===== src/hw/host_port_pkg.sv =====
package host_port_pkg;

	// ==========================================================
	// Widths
	localparam int ADDR_W = 14;
	localparam int DATA_W = 16;
	localparam int DECODE_W = 12;

	// ==========================================================
	// Timing
	localparam int CLK_PERIOD_NS = 10;
	localparam int ACCESS_MIN_NS = 180;
	// Shortest strobe: half a bus clock of a compressed cycle (8.33 MHz)
	localparam int STROBE_MIN_NS = 60;
	localparam int STROBE_MIN_CYC = (STROBE_MIN_NS / CLK_PERIOD_NS < 1) ? 1 :
		STROBE_MIN_NS / CLK_PERIOD_NS;
	// Read data must appear well inside the shortest strobe
	localparam int READ_LAT_CYC = 2;

	// ==========================================================
	// Reset values and decode
	localparam logic [DECODE_W-1:0] IO_BASE_RST = 12'h030;
	localparam logic [15:0] DATA_RST = 16'h0000;

	// ==========================================================
	// Carriers
	typedef struct packed {
		logic [ADDR_W-1:0] addr;
		logic byte_en_lo_n;
		logic byte_en_hi_n;
		logic io_qual_n;
	} addr_phase_s;

	typedef struct packed {
		logic [DATA_W-1:0] data;
		logic lane_lo;
		logic lane_hi;
	} data_beat_s;

	typedef enum logic [1:0] {
		ST_IDLE,
		ST_READ,
		ST_WRITE
	} access_e;

endpackage


===== src/hw/strobe_edge.sv =====
`timescale 1ns/1ns
`default_nettype none
module strobe_edge
	import host_port_pkg::*;
(
	input wire logic clk,
	input wire logic rst,
	input wire logic strobe_n,
	output logic fall,
	output logic rise
);
	logic prev;

	always_ff @(posedge clk) begin
		if (rst) begin
			prev <= 1'b1;
		end else begin
			prev <= strobe_n;
		end
	end

	assign fall = prev & ~strobe_n;
	assign rise = ~prev & strobe_n;
endmodule
`default_nettype wire


===== src/hw/eisa_io_slave_host_port.sv =====
`timescale 1ns/1ns
`default_nettype none
module eisa_io_slave_host_port
	import host_port_pkg::*;
(
	input wire logic CORE_CLK,
	input wire logic RESET,
	input wire logic ADDR_STROBE_N,
	input wire logic [ADDR_W-1:0] ADDR,
	input wire logic IO_QUAL_N,
	input wire logic BYTE_EN_LO_N,
	input wire logic BYTE_EN_HI_N,
	input wire logic READ_STROBE_N,
	input wire logic WRITE_STROBE_N,
	input wire logic [DATA_W-1:0] DATA_IN,
	output logic [DATA_W-1:0] DATA_OUT,
	output logic DATA_OE_LO,
	output logic DATA_OE_HI,
	output logic DECODE_HIT_N,
	output logic IRQ_OUT,
	input wire logic IRQ_REQ,
	input wire logic [DECODE_W-1:0] IO_BASE,
	input wire logic [DATA_W-1:0] RD_DATA,
	output logic [ADDR_W-1:0] REG_ADDR,
	output logic [DATA_W-1:0] WR_DATA,
	output logic WR_LANE_LO,
	output logic WR_LANE_HI,
	output logic WR_PULSE,
	output logic RD_PULSE
);
	// ==========================================================
	// Address phase
	addr_phase_s held;
	addr_phase_s live;
	logic ads_fall;
	logic ads_rise;
	logic rd_fall;
	logic rd_rise;
	logic wr_fall;
	logic wr_rise;
	logic irq_prev;
	access_e state;

	strobe_edge u_ads (.clk(CORE_CLK), .rst(RESET), .strobe_n(ADDR_STROBE_N),
		.fall(ads_fall), .rise(ads_rise));
	strobe_edge u_rd (.clk(CORE_CLK), .rst(RESET), .strobe_n(READ_STROBE_N),
		.fall(rd_fall), .rise(rd_rise));
	strobe_edge u_wr (.clk(CORE_CLK), .rst(RESET), .strobe_n(WRITE_STROBE_N),
		.fall(wr_fall), .rise(wr_rise));

	// Transparent while strobe is low, frozen once it rises
	always_ff @(posedge CORE_CLK) begin
		if (RESET) begin
			held <= '{addr: '0, byte_en_lo_n: 1'b1, byte_en_hi_n: 1'b1,
				io_qual_n: 1'b1};
		end else if (!ADDR_STROBE_N) begin
			held.addr <= ADDR;
			held.io_qual_n <= IO_QUAL_N;
			held.byte_en_lo_n <= BYTE_EN_LO_N;
			held.byte_en_hi_n <= BYTE_EN_HI_N;
		end
	end

	// Inputs seen this cycle while the strobe is still low
	always_comb begin
		live = held;
		if (!ADDR_STROBE_N) begin
			live = '{addr: ADDR, byte_en_lo_n: BYTE_EN_LO_N,
				byte_en_hi_n: BYTE_EN_HI_N, io_qual_n: IO_QUAL_N};
		end
	end

	// ==========================================================
	// Decode
	logic hit;
	assign hit = (live.addr[ADDR_W-1:2] == IO_BASE) && !live.io_qual_n;

	always_ff @(posedge CORE_CLK) begin
		if (RESET) begin
			DECODE_HIT_N <= 1'b1;
		end else begin
			DECODE_HIT_N <= ~hit;
		end
	end

	// ==========================================================
	// Lanes
	data_beat_s lanes;
	always_comb begin
		lanes.data = DATA_IN;
		lanes.lane_lo = !held.byte_en_lo_n;
		lanes.lane_hi = !held.byte_en_hi_n;
	end

	// ==========================================================
	// Access sequencing: single-cycle reaction keeps half-clock strobes safe
	logic held_hit;
	assign held_hit = (held.addr[ADDR_W-1:2] == IO_BASE) && !held.io_qual_n;

	always_ff @(posedge CORE_CLK) begin
		if (RESET) begin
			state <= ST_IDLE;
		end else begin
			case (state)
				ST_IDLE: begin
					if (rd_fall && held_hit) begin
						state <= ST_READ;
					end else if (wr_fall && held_hit) begin
						state <= ST_WRITE;
					end
				end
				ST_READ: begin
					if (READ_STROBE_N) begin
						state <= ST_IDLE;
					end
				end
				ST_WRITE: begin
					if (WRITE_STROBE_N) begin
						state <= ST_IDLE;
					end
				end
				default: begin
					state <= ST_IDLE;
				end
			endcase
		end
	end

	// Read path: enables registered, set on the clock edge that first sees the strobe low; data loaded every clock
	always_ff @(posedge CORE_CLK) begin
		if (RESET) begin
			DATA_OUT <= DATA_RST;
			DATA_OE_LO <= 1'b0;
			DATA_OE_HI <= 1'b0;
			RD_PULSE <= 1'b0;
		end else begin
			RD_PULSE <= rd_fall && held_hit;
			DATA_OUT <= RD_DATA;
			DATA_OE_LO <= !READ_STROBE_N && held_hit && lanes.lane_lo;
			DATA_OE_HI <= !READ_STROBE_N && held_hit && lanes.lane_hi;
		end
	end

	// Write path: data captured on the strobe's trailing edge
	always_ff @(posedge CORE_CLK) begin
		if (RESET) begin
			WR_DATA <= DATA_RST;
			WR_LANE_LO <= 1'b0;
			WR_LANE_HI <= 1'b0;
			WR_PULSE <= 1'b0;
			REG_ADDR <= '0;
		end else begin
			WR_PULSE <= wr_rise && state == ST_WRITE;
			REG_ADDR <= held.addr;
			if (wr_rise && state == ST_WRITE) begin
				WR_DATA <= lanes.data;
				WR_LANE_LO <= lanes.lane_lo;
				WR_LANE_HI <= lanes.lane_hi;
			end
		end
	end

	// ==========================================================
	// Interrupt: level passed registered so the bus sees a clean rising edge
	always_ff @(posedge CORE_CLK) begin
		if (RESET) begin
			IRQ_OUT <= 1'b0;
			irq_prev <= 1'b0;
		end else begin
			IRQ_OUT <= IRQ_REQ;
			irq_prev <= IRQ_OUT;
		end
	end
endmodule
`default_nettype wire


===== config.mk =====
export PLATFORM = sky130hd
export DESIGN_NAME = eisa_io_slave_host_port
export DESIGN_NICKNAME = d
export VERILOG_FILES = /design/src/hw/host_port_pkg.sv /design/src/hw/strobe_edge.sv /design/src/hw/eisa_io_slave_host_port.sv
export SDC_FILE = /design/constraint.sdc
export NUM_CORES = 1
export LEC_CHECK = 0
export BUFFER_PORTS_ARGS = -buffer_cell sky130_fd_sc_hd__buf_2
export CAP_MARGIN = 40
export CORE_ASPECT_RATIO = 0.75
export CORE_MARGIN = 4
export CORE_UTILIZATION = 30
export DETAILED_ROUTE_END_ITERATION = 12
export PLACE_DENSITY = 0.62
export SETUP_SLACK_MARGIN = 0.4
export SLEW_MARGIN = 20
export SYNTH_ARGS = -nofsm -noshare
export SYNTH_HDL_FRONTEND = slang
export SYNTH_HIERARCHICAL = 1
export SYNTH_SLANG_ARGS = --single-unit

===== constraint.sdc =====
create_clock -name CORE_CLK -period 1.6 [get_ports CORE_CLK]
set_clock_uncertainty 0.2 [all_clocks]
set_input_delay 0.16 -clock CORE_CLK [delete_from_list [all_inputs] [get_ports CORE_CLK]]
set_output_delay 0.16 -clock CORE_CLK [all_outputs]
set_load 0.005 [all_outputs]

; Word-level counts from Yosys, hierarchy flattened
; Index checks and enable logic that the tools add are counted.
[word_totals]
ff_bits = 75
romBits = 0
mem_bits_rw = 0
n_memories = 0
latchBits = 0
output_inout_bits = 54
in_bits = 67
[classes]
mul = 0
bitwise = 7
n_lt_le_gt_ge = 0
div = 0
reduce_logical = 15
addsub = 0
eq_ne = 7
n_mux = 6
shifts = 0
[ops]
columns = operator, n
row1 = equality test 12 bit, 2
row2 = two-way mux 17 bit, 1
row3 = logical AND 1 bit, 8
row4 = two-way mux 2 bit, 4
row5 = one-hot mux 2 bit (3 select lines), 1
row6 = logical NOT 1 bit, 5
row7 = inequality test 2 bit (second input constant), 2
row8 = NOT 1 bit, 4
row9 = bitwise AND 1 bit, 3
row10 = inequality test 3 bit (second input constant), 1
row11 = AND reduction 3 bit, 1
row12 = equality test 2 x 1 -> 1 bit (second input constant), 1
row13 = equality test 2 bit (second input constant), 1
row14 = logical NOT 2 bit, 1

; Depth between registers and ports, before layout
; Gate-level depths: netlist of the first run.
[logic_depth]
word_depth = 6
mapped_depth = 6
depth_no_buf = 5

; By module
; Netlist of the first run, hierarchy kept.
[modules_own_cells]
columns = module, n_inst, cells_each, area_per_inst_um2
row1 = eisa_io_slave_host_port, 1, 261, 2600.0
row2 = strobe_edge, 2, 4, 40.0

; Least setup slack after synthesis of the first run
; No wires, ideal clock.
[synth_path]
path_type = register to register
start = register held[11] (netlist bit)
end = register state[0]
setup_ps = 79
slack_ps = 28
synth_period_minus_slack_ps = 1572
path_stages_with_launch = 6
t_arrival_ps = 1293
cell_sequence = dfxtp_1 -> inv_1 -> a222oi_1 -> and3_1 -> nand4b_1 -> a211oi_2
[synth_between]
elab_chain_cells = 5
[synth_lines]
columns = element, line
row1 = from (decl), eisa_io_slave_host_port.sv:33  ; addr_phase_s held;
row2 = from (signal assigned), eisa_io_slave_host_port.sv:54  ; held <= '{addr: '0, byte_en_lo_n: 1'b1, byte_en_hi_n: 1'b1,
row3 = equality test 12 bit (*), eisa_io_slave_host_port.sv:98  ; assign held_hit = (held.addr[ADDR_W-1:2] == IO_BASE) && !held.io_qual_n;
row4 = logical AND 1 bit (*), eisa_io_slave_host_port.sv:98
row5 = logical AND 1 bit (on tied branches), "eisa_io_slave_host_port.sv:106, eisa_io_slave_host_port.sv:108"
row6 = inequality test 3 bit (no source line) or two-way mux 2 bit (tied branches), n/a
row7 = AND reduction 3 bit (no source line) or one-hot mux 2 bit (3 select lines) (tied branches), n/a
row8 = to (signal assigned), eisa_io_slave_host_port.sv:102  ; state <= ST_IDLE;
row9 = to (signal assigned), eisa_io_slave_host_port.sv:107  ; state <= ST_READ;
row10 = to (signal assigned), eisa_io_slave_host_port.sv:109  ; state <= ST_WRITE;
row11 = to (decl), eisa_io_slave_host_port.sv:42  ; access_e state;
; Every way passes the cells marked *; elsewhere a longest branch is shown, timed or not.
; A chain may end at the register's enable or synchronous reset.

; Worst setup path in the final report of the first run
[layout_path]
start = register held[11] (netlist bit)
end = register state[1]
; Same word-level chain as after synthesis.

==> out/results.ini, run 1 <==
[final_layout]
diodes = 0
fin_nets = 528
ff_latch_area_mm2 = 0.001518
drive_gt1_share_pct = 52.15
synthToLayoutAreaGrowth_pct = 78.80
fillers = 757
multi_input_area_mm2 = 0.001410
fin_cells = 574

[timing]
hold_ws_ns = -0.1055
hold_viol = 8
fin_crit_sh_pct = 103.4
slew_viol_final = 0
max_freq_ghz = 0.6046
min_period_ns = 1.654
setup_violations = 3
timing.final.ws_setup_ns = -0.05387
relSlewSlack_pct = 68.86
worstMarginPinSlew_ns = 0.4671
rsz0062_at_grt = yes

[route]
detail_route.first_pass.iterations = 4
drt-total-wl_um = 7883
via_per_inst = 4.389
dr_total_vias = 2519
postRouteAntennaNets = 0
drtIter0Drc = 107
wl_per_cell_um = 13.73
drc = 0

[setup_path]
cpMostUsedCell = buf_4
reg2reg_slack_ns = -0.05
endpoint_kind = register
startpoint_type = register
criticalPathCategory = reg2reg
worst_path_max_delay_cell = dfxtp_2
required_ns = 1.65
path_cells = inv_2 > buf_4 > o22ai_1 > nor4_4 > buf_4 > a41o_1 > a211oi_2
crit_fanout = 5
max_stage_delay_ns = 0.33
arrival_ns = 1.70
reg2reg_depth = 7

[grt]
grt_usage_pct = 15.43
grt_pass1_vias = 2595
overflow = 0
antenna_found_initial = 0
grt_pass1_wl_um = 12540
grt_max_degree = 32

[job]
drv_cap = 0

[synth]
syn_nets = 335
yosysWarnings = 6
syn_inst = 268
syn-cell-area_mm2 = 0.002674
synth_area_per_cell_um2 = 9.977

[hold_path]
hold_class = in2reg
hold_path_depth = 3

[pwr]
pwr-share-seq_pct = 41.2
clkPwrFrac_pct = 47.7
ir_worst_vdd_mv = 0.6791
power.switching_mw = 1.016
finalPower_mw = 4.774
powerDensity_mw_per_mm2 = 998.6
power.internal_mw = 3.758
p_leak_nw = 2.256
p_comb_share_pct = 11.1
p_sw_share_pct = 21.28

[placed_design]
dpl_worst_slack_ns = -0.1291
dpl.hpwl_um = 5005
port_buffers = 120
place_inst = 507
gp_congestion = 0.7700

[clocking]
clkSlewWorstSetupHoldPaths_ns = 0.06
clock_latency_ns = 0.33
htreeDepth = 3
cts.sinks = 75
clockBufferDepth = 2
root_buffer = clkbuf_16
hold_buffers = 41
cts_tree = built
cts_buffers = 9

[die]
core_mm2 = 0.008563
initial_core_util_pct = 31.22
core.rowCount = 29
die-area_mm2 = 0.01050
ios = 121
dieHeight_um = 89.76
die_w_um = 117.0

[outcome]
failed_checks = negative hold slack, negative setup slack
status = complete, but fails checks

-- registers in the layout (all words and copies together), names as in the netlist --
signal	count
WR_DATA	16
u_rd/prev	1
WR_LANE_LO	1
REG_ADDR	14
u_wr/prev	1
WR_LANE_HI	1
WR_PULSE	1
state	2
held	17
DATA_OE_HI	1
DATA_OE_LO	1
IRQ_OUT	1
RD_PULSE	1
DATA_OUT	16
DECODE_HIT_N	1
-- per-layer routing --
layer,global-route usage [%],vias up,part of all wire [%]
li1,-,1265,-
met1,19.24,1160,45
met4,3.820,0,0.67
met2,24.62,89,47
met5,0,-,0
met3,6.443,5,7.2
-- worst paths after layout --
check,start,endpoint
setup / recovery,held[11],state[1]
hold / removal,ADDR[12],held[15]
setup reg to reg,held[11],state[1]
hold reg to reg,WR_DATA[3],WR_DATA[3]
-- metrics by stage --
step | TNS (ns) | utilization [%] | area [µm²]
detailed placement | -0.5175 | 41.57 | 3560
global placement | -0.3583 | 41.57 | 3560
global route | -0.5758 | 55.83 | 4781
finish | -0.1017 | 55.83 | 4781
floorplan | 0 | - | 2730
CTS | -0.01570 | 54.56 | 4672
-- layout by cell type, fill, tap and decap left out, drive strengths merged --
master / n
nand2: 34
and2b: 2
a21oi: 17
nor4: 4
nor2b: 33
clkinv: 3
inv: 4
or2b: 1
mux2i: 14
nand3b: 1
xor2: 7
dlygate4sd3: 40
dfxtp: 75
nand3: 2
o22ai: 2
and3: 1
xnor2: 13
nand4b: 1
nor3: 3
clkinvlp: 1
or2: 3
a222oi: 1
and2: 1
a41oi: 1
a211o: 3
nor2: 24
buf: 153
and3b: 1
a41o: 1
bufinv: 3
a211oi: 4
clkbuf: 10
nand4: 2
dlymetal6s4s: 1
-- power by group through the flow --
| stage | Combinational, mW | Sequential (mW) | Clock (mW) |
|---|---|---|---|
| final | 0.530 | 1.97 | 2.28 |
| after global routing | 0.582 | 1.97 | 2.44 |
| after CTS | 0.516 | 1.97 | 2.37 |
| after detailed placement | 0.394 | 2.00 | 0 |
| after global placement | 0.390 | 2.00 | 0 |
| after floorplan | 0.188 | 2.01 | 0 |
-- layout make-up --
class	count	share of cell area [%]
Sequential cell	75	31.75
Tap cell	108	2.826
Clock buffer	9	4.711
Multi-Input combinational cell	176	29.49
Clock inverter	7	2.434
Timing Repair Buffer	195	28.47
Inverter	4	0.3141
-- worst max-delay path, delay by kind of cell, from the launching register on --
kind,cells,cell delay [ns]
simple gates,1,0.05
buf+inv,3,0.32
flops,1,0.33
compound gates,3,0.67
-- repair_timing --
action	CTS	global route
buffers inserted	5	2
gates cloned	3	0
pin swaps	15	18
endpoints found under the hold margin	55	7
endpoints found under the setup margin	24	30
gates resized for setup	65	24
Power figures use the tool's default switching activity.
==> run 2, diff against run 1 <==
--- a/config.mk
+++ b/config.mk
@@ -10,9 +10,9 @@
 export CORE_ASPECT_RATIO = 0.75
 export CORE_MARGIN = 4
 export CORE_UTILIZATION = 30
+export CTS_BUF_LIST = sky130_fd_sc_hd__clkbuf_8
 export DETAILED_ROUTE_END_ITERATION = 12
 export PLACE_DENSITY = 0.62
-export SETUP_SLACK_MARGIN = 0.4
 export SLEW_MARGIN = 20
 export SYNTH_ARGS = -nofsm -noshare
 export SYNTH_HDL_FRONTEND = slang
==> run 2 against run 1 <==
The run ends with negative setup slack left. Via count decreased by 0.71%. Final cell count increased by 1.6%. Combinational power decreased by 2%. Non-clock buffer count increased by 9. Clock power decreased by 39%. Critical path type unchanged.
==> out/results.ini, run 2 (same netlist as run 1, synthesis figures left out) <==
[outcome]
status = complete, but fails checks
failed_checks = negative setup slack

[route]
via_per_inst = 4.290
drc = 0
postRouteAntennaNets = 0
detail_route.first_pass.iterations = 5
drt-total-wl_um = 7424
drtIter0Drc = 74
dr_total_vias = 2501
wl_per_cell_um = 12.73

[die]
dieHeight_um = 89.76
ios = 121
die_w_um = 117.0
initial_core_util_pct = 31.22
core_mm2 = 0.008563
core.rowCount = 29
die-area_mm2 = 0.01050

[pwr]
powerDensity_mw_per_mm2 = 878.4
power.internal_mw = 2.964
p_sw_share_pct = 23.09
ir_worst_vdd_mv = 0.4176
power.switching_uw = 890.2
pwr-share-seq_pct = 50.9
p_comb_share_pct = 13.4
clkPwrFrac_pct = 35.7
p_leak_nw = 2.028

[grt]
grt_max_degree = 47
grt_pass1_wl_um = 11890
overflow = 0
grt_usage_pct = 14.29
antenna_found_initial = 0
grt_pass1_vias = 2526

[setup_path]
required_ns = 1.68
arrival_ns = 1.81
crit_fanout = 3
startpoint_type = register
endpoint_kind = register
criticalPathCategory = reg2reg

[timing]
min_period_ns = 1.738
max_freq_ghz = 0.5753
slew_viol_final = 0
worstMarginPinSlew_ns = 0.3644
timing.final.ws_setup_ns = -0.1381
fin_crit_sh_pct = 108.6
rsz0062_at_grt = yes
relSlewSlack_pct = 75.71
setup_violations = 4
hold_ws_ns = 0.02560
hold_viol = 0

[placed_design]
place_inst = 506
dpl_worst_slack_ns = -0.1939
dpl.hpwl_um = 5146
port_buffers = 120
placed_cell_area_mm2 = 0.003527
gp_congestion = 0.8117

[final_layout]
mostFrequentLayoutCells = 120 x buf_2, 71 x dfxtp_1, 61 x dlygate4sd3_1, 34 x nand2_1, 32 x nor2b_1
fin_cells = 583
final_common_cell = buf_2
fin_nets = 537
diodes = 0
reg.largest.list = held: 17 flops, DATA_OUT: 16 flops, WR_DATA: 16 flops
final_util_pct = 51.24
top_register = held
largest_reg_flops = 17
final_area_mm2 = 0.004388
drive_gt1_share_pct = 37.47
synthToLayoutAreaGrowth_pct = 64.11

[hold_path]
hold_class = in2reg

[clocking]
clkSlewWorstSetupHoldPaths_ns = 0.08
cts.sinks = 75
root_buffer = clkbuf_8
clockBufferDepth = 2
cts_buffers = 9
clock_latency_ns = 0.35
htreeDepth = 3
cts_tree = built

[job]
drv_cap = 0

==> run 2: changes by cell type in the layout (fill, tap and decap cells not counted), sizes merged <==
| cell | previous run | this run |
|---|---|---|
| dlymetal6s4s | 1 | 0 |
| inv | 4 | 6 |
| clkinv | 3 | 1 |
| clkbuf | 10 | 13 |
| buf | 153 | 143 |
| clkinvlp | 1 | 0 |
| bufinv | 3 | 0 |
| dlygate4sd3 | 40 | 61 |
==> run 2: routing by layer <==
metal | global-route usage (%) | wire length [µm] | up-vias
met4 | 3.438 | 70 | 0
met1 | 17.25 | 3315 | 1128
li1 | - | - | 1283
met2 | 22.87 | 3500 | 83
met3 | 6.846 | 538 | 7
met5 | 0 | 0 | -
==> run 2: power groups by stage <==
stage	clock network (mW)	logic, mW	registers [mW]
floorplan	0	0.181	2.00
global placement	0	0.386	2.00
detailed placement	0	0.387	2.00
CTS	1.44	0.506	1.96
global route	1.52	0.565	1.97
finish	1.38	0.517	1.96
==> run 2: cell type report <==
type | count | area, µm²
fillers | 779 | 4175
flip-flops and latches | 75 | 1506
repair buffers | 204 | 1400
multi-input cells | 176 | 1140
clock buffers | 13 | 178.9
well taps | 108 | 135.1
inverters | 4 | 15.01
clock inverters | 3 | 12.51
==> run 2: per-stage QoR <==
stage | power [mW] | setup TNS [ns]
finish | 3.854 | -0.3731
global route | 4.055 | -0.7443
CTS | 3.908 | -0.4015
detailed placement | 2.388 | -0.6823
global placement | 2.384 | -0.2334
floorplan | 2.184 | 0
==> run 2: path summary, 6_finish.rpt <==
path,from,to,slack [ns],cells after the start
worst max-delay path,held[11],state[0],-0.14,6
worst min-delay path,IO_BASE[8],DECODE_HIT_N,0.03,5
worst max register to register,held[11],state[0],-0.14,6
worst min register to register,WR_DATA[7],WR_DATA[7],0.25,2
==> run 2: critical path, cell delays in order (launching register included) <==
cell and delay (ns):
dfxtp_2 0.34, inv_2 0.04, a222oi_1 0.38, buf_4 0.18
and3_4 0.19, nand4b_1 0.14, a211oi_2 0.21
==> run 2: timing repair <==
action	CTS	global route
hold buffers	61	0
pin swaps	4	6
buffers inserted	0	0
hold endpoints to repair	55	0
resized for setup	4	12
setup endpoints to repair	4	22
